<file path="src/hw/bfs_pkg.sv">
package bfs_pkg;

  // ----------------------------------------------------------------
  // register map
  // ----------------------------------------------------------------
  localparam logic [11:0] BFS_FUSE_STATUS_OFS = 12'h000;
  localparam logic [11:0] BFS_BOOT_CTRL_OFS   = 12'h004;
  localparam logic [11:0] BFS_BOOT_STAT_OFS   = 12'h008;

  // ----------------------------------------------------------------
  // fuse word field positions
  // ----------------------------------------------------------------
  localparam int BFS_CSEL_LSB       = 23;
  localparam int BFS_DBG_ACCESS_BIT = 22;
  localparam int BFS_LOCK_JTAG_BIT  = 21;
  localparam int BFS_LOCK_DAP_BIT   = 20;
  localparam int BFS_LOCK_CPU0_BIT  = 19;
  localparam int BFS_LOCK_CPU1_BIT  = 18;
  localparam int BFS_LOCK_TRACE_BIT = 17;
  localparam int BFS_LOCK_FPGA_BIT  = 16;
  localparam int BFS_CLR_ORDER_BIT  = 11;
  localparam int BFS_CLR_COLD_BIT   = 10;
  localparam int BFS_CLR_WARM_BIT   = 9;
  localparam int BFS_OC_FORBID_BIT  = 8;
  localparam int BFS_CLK_SEL_BIT    = 7;
  localparam int BFS_FABRIC_BIT     = 6;
  localparam int BFS_AES_BIT        = 5;
  localparam int BFS_KAK_SRC_LSB    = 2;
  localparam int BFS_KAK_LEN_BIT    = 1;
  localparam int BFS_AUTH_BIT       = 0;

  // implemented bits of the fuse word; reserved 31:27 and 15:12 read as zero
  localparam logic [31:0] BFS_FUSE_MASK   = 32'h07FF_0FFF;
  localparam logic [31:0] BFS_FUSE_RESET  = 32'h0000_0000;
  localparam logic [2:0]  BFS_BOOT_SELECT_PINS_FABRIC = 3'h1;
  localparam logic [1:0]  BFS_HTRANS_NSEQ = 2'h2;

  // ----------------------------------------------------------------
  // types
  // ----------------------------------------------------------------
  typedef enum logic [1:0] {
    BFS_ST_WAIT = 2'b00,
    BFS_ST_LOAD = 2'b01,
    BFS_ST_DONE = 2'b10
  } bfs_state_e;

  // decoded boot policy handed to the rest of the system
  typedef struct packed {
    logic [3:0] clk_sel_fuses;
    logic       dbg_access_init;
    logic [5:0] dbg_locks;
    logic       ram_clr_serial;
    logic       ram_clr_cold;
    logic       ram_clr_warm;
    logic       onchip_ram_boot_forbid;
    logic       boot_clk_internal;
    logic       boot_from_fabric;
    logic       force_decrypt;
    logic [2:0] kak_source;
    logic       kak_len_384;
    logic       auth_required;
  } bfs_policy_s;

endpackage : bfs_pkg

</file>
<file path="src/hw/bfs_fuse_status.sv">
// Our own choices: the register addresses and the AHB-Lite interface to the registers.
`timescale 1ns/1ps
// Function
// - capture fuse word from the configuration subsystem after power-up, present to firmware
// - bits 31:27 and 15:12 are reserved, read here as zero
// - bits 26:23 report the four clock select fuses
// - bit 22 reports initial state of debug access domains
// - bit 21 locks boundary-scan debug level; 1 blocks software changes
// - bit 20 locks debug access port level; 1 blocks software changes
// - bit 19 locks core zero debug level; 1 blocks software changes
// - bit 18 locks core one debug level; 1 blocks software changes
// - bit 17 locks trace and debug infrastructure level when 1
// - bit 16 locks fabric debug access level when 1
// - bit 11: tamper RAM clear 0 parallel, 1 serial
// - bit 10 set means clear all RAMs on cold reset
// - bit 9 set means clear all RAMs on warm reset
// - bit 8 set forbids second-stage boot from on-chip RAM
// - bit 7 boot clock: 0 external oscillator, 1 internal low-speed
// - bit 6 set forces fabric-only boot, ignoring pins and clock select
// - bit 5 set always decrypts image, else header decides
// - bits 4:2 report key authorization key source
// - bit 1 key length: 0 means 256 bits, 1 means 384 bits
// - bit 0 set requires authentication of every flash image
// - boot select pins value 0x1 picks fabric for that boot only
module bfs_fuse_status
  import bfs_pkg::*;
(
  input  wire logic        hclk,
  input  wire logic        hresetn,
  input  wire logic        por_capture,
  input  wire logic [31:0] sensed_fuses,
  input  wire logic [2:0]  boot_select_pins,
  input  wire logic        boot_sample,
  input  wire logic        onchip_boot_enable,
  input  wire logic        hsel,
  input  wire logic [31:0] haddr,
  input  wire logic [1:0]  htrans,
  input  wire logic        hwrite,
  input  wire logic [2:0]  hsize,
  input  wire logic [31:0] hwdata,
  input  wire logic        hready,
  output logic      [31:0] hrdata,
  output logic             hreadyout,
  output logic             hresp,
  output bfs_policy_s      policy,
  output logic             fuses_valid,
  output logic             boot_from_fabric,
  output logic             onchip_boot_allowed,
  output logic             clk_sel_ignored,
  output logic             dbg_write_enable_jtag,
  output logic             dbg_write_enable_dap,
  output logic             dbg_write_enable_cpu0,
  output logic             dbg_write_enable_cpu1,
  output logic             dbg_write_enable_trace,
  output logic             dbg_write_enable_fpga
);

  // ----------------------------------------------------------------
  // fuse capture
  // ----------------------------------------------------------------
  bfs_state_e  state_q;
  logic [31:0] fuse_q;
  logic [2:0]  boot_select_pins_q;
  logic        boot_select_pins_valid_q;
  logic        ctrl_q;
  logic        wr_pend_q;
  logic [11:0] wr_addr_q;
  logic        rd_pend_q;
  logic [11:0] rd_addr_q;
  logic [31:0] rd_word;

  // one capture per power-up; the word is then frozen until hresetn drops
  always_ff @(posedge hclk or negedge hresetn) begin
    if (!hresetn) begin
      state_q <= BFS_ST_WAIT;
    end else begin
      unique case (state_q)
        BFS_ST_WAIT: if (por_capture) state_q <= BFS_ST_LOAD;
        BFS_ST_LOAD: state_q <= BFS_ST_DONE;
        BFS_ST_DONE: state_q <= BFS_ST_DONE;
        default:     state_q <= BFS_ST_WAIT;
      endcase
    end
  end

  // only the capture loads the word; bus writes never reach it
  always_ff @(posedge hclk or negedge hresetn) begin
    if (!hresetn) begin
      fuse_q <= BFS_FUSE_RESET;
    end else if (state_q == BFS_ST_LOAD) begin
      fuse_q <= sensed_fuses & BFS_FUSE_MASK;
    end
  end

  // boot select pins are sampled per boot, so a fabric pick lasts one boot
  always_ff @(posedge hclk or negedge hresetn) begin
    if (!hresetn) begin
      boot_select_pins_q       <= 3'h0;
      boot_select_pins_valid_q <= 1'b0;
    end else if (boot_sample) begin
      boot_select_pins_q       <= boot_select_pins;
      boot_select_pins_valid_q <= 1'b1;
    end
  end

  // ----------------------------------------------------------------
  // decoded policy
  // ----------------------------------------------------------------
  // field extraction; positions come from the package
  always_comb begin
    policy.clk_sel_fuses          = fuse_q[BFS_CSEL_LSB +: 4];
    policy.dbg_access_init        = fuse_q[BFS_DBG_ACCESS_BIT];
    policy.dbg_locks              = fuse_q[BFS_LOCK_FPGA_BIT +: 6];
    policy.ram_clr_serial         = fuse_q[BFS_CLR_ORDER_BIT];
    policy.ram_clr_cold           = fuse_q[BFS_CLR_COLD_BIT];
    policy.ram_clr_warm           = fuse_q[BFS_CLR_WARM_BIT];
    policy.onchip_ram_boot_forbid = fuse_q[BFS_OC_FORBID_BIT];
    policy.boot_clk_internal      = fuse_q[BFS_CLK_SEL_BIT];
    policy.boot_from_fabric       = fuse_q[BFS_FABRIC_BIT];
    policy.force_decrypt          = fuse_q[BFS_AES_BIT];
    policy.kak_source             = fuse_q[BFS_KAK_SRC_LSB +: 3];
    policy.kak_len_384            = fuse_q[BFS_KAK_LEN_BIT];
    policy.auth_required          = fuse_q[BFS_AUTH_BIT];
  end

  // a lock bit of 1 removes software's right to change that debug level
  assign dbg_write_enable_jtag  = fuses_valid & ~fuse_q[BFS_LOCK_JTAG_BIT];
  assign dbg_write_enable_dap   = fuses_valid & ~fuse_q[BFS_LOCK_DAP_BIT];
  assign dbg_write_enable_cpu0  = fuses_valid & ~fuse_q[BFS_LOCK_CPU0_BIT];
  assign dbg_write_enable_cpu1  = fuses_valid & ~fuse_q[BFS_LOCK_CPU1_BIT];
  assign dbg_write_enable_trace = fuses_valid & ~fuse_q[BFS_LOCK_TRACE_BIT];
  assign dbg_write_enable_fpga  = fuses_valid & ~fuse_q[BFS_LOCK_FPGA_BIT];

  assign fuses_valid = (state_q == BFS_ST_DONE);

  // fuse wins over pins; pins only matter once sampled for this boot
  assign boot_from_fabric = fuse_q[BFS_FABRIC_BIT] |
                            (boot_select_pins_valid_q & (boot_select_pins_q == BFS_BOOT_SELECT_PINS_FABRIC));
  assign clk_sel_ignored  = boot_from_fabric;

  // on-chip boot needs both the fuse clear and the system enable
  assign onchip_boot_allowed = fuses_valid & ~fuse_q[BFS_OC_FORBID_BIT] &
                               onchip_boot_enable;

  // ----------------------------------------------------------------
  // AHB-Lite slave
  // ----------------------------------------------------------------
  // zero wait states, always OKAY
  assign hreadyout = 1'b1;
  assign hresp     = 1'b0;

  // address phase capture; only ctrl is writable
  always_ff @(posedge hclk or negedge hresetn) begin
    if (!hresetn) begin
      wr_pend_q <= 1'b0;
      rd_pend_q <= 1'b0;
      wr_addr_q <= 12'h000;
      rd_addr_q <= 12'h000;
    end else if (hready) begin
      wr_pend_q <= hsel & (htrans == BFS_HTRANS_NSEQ) & hwrite;
      rd_pend_q <= hsel & (htrans == BFS_HTRANS_NSEQ) & ~hwrite;
      wr_addr_q <= haddr[11:0];
      rd_addr_q <= haddr[11:0];
    end
  end

  // scratch control bit; a write to the fuse word is dropped
  always_ff @(posedge hclk or negedge hresetn) begin
    if (!hresetn) begin
      ctrl_q <= 1'b0;
    end else if (wr_pend_q && wr_addr_q == BFS_BOOT_CTRL_OFS) begin
      ctrl_q <= hwdata[0];
    end
  end

  // read mux; unmapped addresses read zero
  always_comb begin
    rd_word = 32'h0000_0000;
    unique case (rd_addr_q)
      BFS_FUSE_STATUS_OFS: rd_word = fuse_q;
      BFS_BOOT_CTRL_OFS:   rd_word = {31'h0000_0000, ctrl_q};
      BFS_BOOT_STAT_OFS:   rd_word = {26'h000_0000, boot_select_pins_q, onchip_boot_allowed,
                                      boot_from_fabric, fuses_valid};
      default:             rd_word = 32'h0000_0000;
    endcase
  end

  // data only stands in a read data phase, so idle cycles show zero
  assign hrdata = rd_pend_q ? rd_word : 32'h0000_0000;

endmodule : bfs_fuse_status

</file>
<file path="config.mk">
export PLATFORM = sky130hd
export DESIGN_NAME = bfs_fuse_status
export DESIGN_NICKNAME = d
export VERILOG_FILES = /design/src/hw/bfs_pkg.sv /design/src/hw/bfs_fuse_status.sv
export SDC_FILE = /design/constraint.sdc
export NUM_CORES = 1
export LEC_CHECK = 0
export CORE_ASPECT_RATIO = 0.5
export CORE_MARGIN = 5
export CORE_UTILIZATION = 60
export CTS_BUF_LIST = sky130_fd_sc_hd__clkbuf_16
export DETAILED_ROUTE_END_ITERATION = 10
export DONT_BUFFER_PORTS = 1
export PLACE_DENSITY = 0.72
export SLEW_MARGIN = 30
export SYNTH_ARGS = -nofsm -noshare
export SYNTH_HDL_FRONTEND = slang
export SYNTH_SLANG_ARGS = --single-unit
</file>
<file path="constraint.sdc">
create_clock -name hclk -period 4.2 [get_ports hclk]
set_input_delay 0.84 -clock hclk [delete_from_list [all_inputs] [get_ports hclk]]
set_output_delay 0.84 -clock hclk [all_outputs]
set_load 0.005 [all_outputs]
</file>
## Word level (Yosys, flattened, before mapping)

Index checks and enable logic that the tools add are counted.
Widths: inputs -> output; s select.

| word-level totals | value |
|---|---|
| register bits after elaboration | 44 |
| latch bits | 0 |
| memory bits (writable) | 0 |
| bits in read-only memories | 0 |
| input port bits | 112 |
| memories | 0 |

| operators by class | value |
|---|---|
| $add $sub $neg | 0 |
| multipliers | 0 |
| divide/modulo/power cells | 0 |
| $lt $le $gt $ge | 0 |
| equal/unequal tests | 7 |
| shifts and indexed selects | 0 |
| muxes and demuxes | 4 |
| bitwise logic cells | 21 |
| reduce and logical (&&, ||, !) cells | 4 |

Operators with widths:

| operator | count |
|---|---|
| $pmux 27 s3 | 1 |
| $mux 32 | 1 |
| $and 1x1->1 | 12 |
| $eq 12x3->1 const B | 1 |
| $eq 12x4->1 const B | 1 |
| $logic_not 12->1 | 1 |
| $not 1->1 | 8 |
| $eq 2x2->1 const B | 2 |
| $pmux 2 s2 | 1 |
| $eq 3x1->1 const B | 1 |
| $eq 2x1->1 const B | 1 |
| $logic_not 2->1 | 1 |
| $mux 2 | 1 |
| $ne 2x2->1 const B | 1 |
| $reduce_or 2->1 | 1 |
| $logic_and 1x1->1 | 1 |
| $or 1x1->1 | 1 |

## Longest topological paths before layout

| depth | value |
|---|---|
| depth in word-level cells | 5 |
| mapped depth | 5 |
| mapped depth without buffers | 5 |

## Worst setup path after synthesis

Ideal clock, no wire load.

| timing path | value |
|---|---|
| path type | reg-to-output |
| start point | reg, netlist name wr_addr_q[5] |
| end point | out hrdata[16] |
| data arrival time | 1.289 ns |
| required time | 3.360 ns |
| slack | 2.071 ns |
| stages on the path, launching flop included | 6 |
| cells stage by stage | dfrtp_1 nor4_4 and4_1 buf_6 buf_8 and3_1 |

RTL lines:

| item | line | source |
|---|---|---|
| end: declaration | bfs_fuse_status.sv:42 | `output logic [31:0] hrdata,` |

==> impl_metrics.toml <==
[setup_path]
cp-end-kind = "output pin"
cp_num_buf_inv = 0
regToRegSetupSlack_ns = 2.45
cp_max_fo = 17
ff2ff_path_depth = 4
crit_family = "simple AND/OR/NAND/NOR gates"
timing.rr.end = "fuse_q[11]$_DFFE_PN0N_"
r2r_start = "state_q[1]$_DFFE_PN0P_"
cp.required_ns = 3.36
arrival_ns = 1.85
slowest_delay_ns = 0.54
slowest_stage = "and4_1"
path_class = "reg -> out"
cp_cell_sequence = "nor4_4 > and4_1 > and3_1"
start_kind = "register"

[synthesis]
ys_async_sr_fraction = 1.000
synth_cell_types = 31
synth_edf_count = 0
synthXorXnorAreaFrac = 0
synth_seq_cells = 44
avgSynthCellArea_um2 = 12.62
syn_inst = 173
synth_seq_area_share = 0.5043
yosysWarnings = 0
synth_area_mm2 = 0.002183
synth_compound_area_frac = 0.01834
synth_flop_cell = "dfrtp_1"
synthMuxAreaShare = 0.2292
synth-simple-area-share = 0.1490
synth_top_family_by_area = "multiplexers"
synthAdderAreaFrac = 0.02292

[global_routing]
grt_usage = 0.1739
grt_pass1_vias = 1271
grt.met2_usage = 0.2966
met1_usage = 0.2089
grt_max_degree = 45
antenna_found_initial = 0
grt_pass1_wl_um = 6368
grt_use_met3 = 0.06600
overflow = 0
top_usage_layer = "met2"

[drt]
detail-route-antenna-nets = 0
via_count = 1241
wl_per_cell_um = 19.01
firstDrtPassIters = 3
wl_um = 4221
dr.first_iter.drc_count = 24
via_per_inst = 5.590
route.detailed.drc = 0

[clock_tree]
h-tree-depth = 2
cts_max_path_buffers = 2
cts.repair.resized = 0
clock_latency_ns = 0.28
cts_setup_buffers = 0
path_clk_slew_ns = 0.06
ctsHoldBuffers = 0
numCtsBuffers = 5
cts_sinks = 44
cts_tree = "done"
cts_root_buf = "clkbuf_16"

[hold_path]
hp-class = "in -> async"

[sta]
hold_violations = 0
fin_ws_ns = 1.507
relSlewSlack = 0.4496
period_needed_ns = 2.693
post-route-period-util = 0.6412
fmax_mhz = 371.3
fin_skew_ns = 0.002205
setup_viol = 0
worst_pin_slew_ns = 0.8225
finalSetupTns_ns = 0
final_max_slew_viol_count = 0
rsz0062_at_grt = "no"

[place]
dp_hpwl_um = 3299
dpl_cell_area_mm2 = 0.002148
pre_cts_ws_ns = 1.813
io_buffers = 0
gp_congestion = 0.6542

[finish]
final_common_cell = "dfrtp_1"
area_delta_synth_final_pct = 4.814
finalInstanceArea_mm2 = 0.002288
layout_common_cells = "dfrtp_1 (44), mux2_2 (33), and3_1 (17)"
num_antenna_cells = 0
fin_nets = 286
final_layout_size_suffix_gt1_frac = 0.2632

[die]
start_util = 0.6288
ios = 179
row_count = 15
die_h_um = 52.66
die-area_mm2 = 0.005019
chipWidth_um = 95.31
core_area_mm2 = 0.003472

[power_and_ir_drop]
powerDensity_mw_per_mm2 = 621.3
pwr-share-clk = 0.256
pwr-share-seq = 0.500
comb_power_share = 0.244
vdd_drop_max_mv = 0.3378
power_leakage_nw = 1.043
switching_share = 0.3070
internal_power_uw = 985.2
switchingPower_uw = 436.5

[status]
status = "complete, no violations"

[flow_run]
drv_cap = 0
[worst max-delay path by stage]
stage,to,slack [ns],start,cells after the start
after floorplan,hrdata[16],2.07,wr_addr_q[5]$_DFFE_PN0P_,5
after global placement,hrdata[6],1.86,wr_addr_q[5]$_DFFE_PN0P_,3
after detailed placement,hrdata[6],1.81,wr_addr_q[5]$_DFFE_PN0P_,3
after CTS,hrdata[6],1.51,wr_addr_q[5]$_DFFE_PN0P_,3
after global routing,hrdata[25],1.39,wr_addr_q[5]$_DFFE_PN0P_,3
final,hrdata[6],1.51,wr_addr_q[5]$_DFFE_PN0P_,3
[metal layers]
layer,share of wire,vias to the layer above,routed length [um]
li1,-,573,-
met1,0.40,607,1705
met2,0.49,57,2087
met3,0.094,4,397
met4,0.0073,0,31
met5,0,-,0
[through the flow]
| step | hold WS, ns | instances | util | power, mW |
|---|---|---|---|---|
| floorplan | 0.4309 | 182 | - | 0.9980 |
| global placement | 0.4479 | 213 | 0.6155 | 1.052 |
| detailed placement | 0.4587 | 214 | 0.6187 | 1.076 |
| CTS | 0.2451 | 222 | 0.6591 | 1.444 |
| global route | 0.2354 | 222 | 0.6591 | 1.526 |
| finish | 0.2537 | 222 | 0.6591 | 1.422 |
[registers in the layout (all words and copies together) (netlist names)]
| signal | count |
|---|---|
| fuse_q | 23 |
| wr_addr_q | 12 |
| boot_select_pins_q | 3 |
| state_q | 2 |
| boot_select_pins_valid_q | 1 |
| ctrl_q | 1 |
| rd_pend_q | 1 |
| wr_pend_q | 1 |
[cells by family (layout without fill, tap and decap cells)]
kind of cell	after synthesis	after routing
fa+ha+maj	4	4
mux	45	45
other cells	2	11
simple gates	49	49
flops	44	44
compound gates	5	5
buf+inv	24	13
[power groups by stage]
stage / logic [mW] / clock network (mW) / registers [mW]
after floorplan: 0.323 / 0 / 0.675
final: 0.347 / 0.364 / 0.711
after global placement: 0.335 / 0 / 0.717
after CTS: 0.354 / 0.375 / 0.716
after global routing: 0.391 / 0.399 / 0.736
after detailed placement: 0.352 / 0 / 0.724
[worst reg2reg max path: stages, from the launching register on]
cell     delay (ns)
dfrtp_1        0.38
inv_1          0.11
ha_1           0.57
buf_6          0.24
mux2_2         0.34
[Yosys cell counts (2+ instances only)]
| library cell | count | share of area |
|---|---|---|
| dfrtp_1 | 44 | 0.50 |
| nor4_4 | 2 | 0.019 |
| clkbuf_1 | 2 | 0.0034 |
| o21ai_0 | 2 | 0.0046 |
| nand2_1 | 4 | 0.0069 |
| mux2_1 | 7 | 0.036 |
| mux2i_1 | 5 | 0.023 |
| nor3_1 | 4 | 0.0092 |
| nor2b_1 | 6 | 0.017 |
| inv_1 | 4 | 0.0069 |
| buf_2 | 4 | 0.0092 |
| nor2_1 | 6 | 0.010 |
| and3b_1 | 2 | 0.0080 |
| ha_1 | 4 | 0.023 |
| conb_1 | 2 | 0.0034 |
| and3_1 | 17 | 0.049 |
| buf_4 | 12 | 0.041 |
| mux2_2 | 33 | 0.17 |
[final cells by class]
cell class	count	area [um^2]
Clock buffer	5	125.1
Clock inverter	3	15.01
Fill cell	261	1184
Inverter	4	15.01
Multi-Input combinational cell	114	957.2
Sequential cell	44	1101
Tap cell	51	63.81
Timing Repair Buffer	1	11.26
No activity file was read; power rests on OpenSTA's default activity.
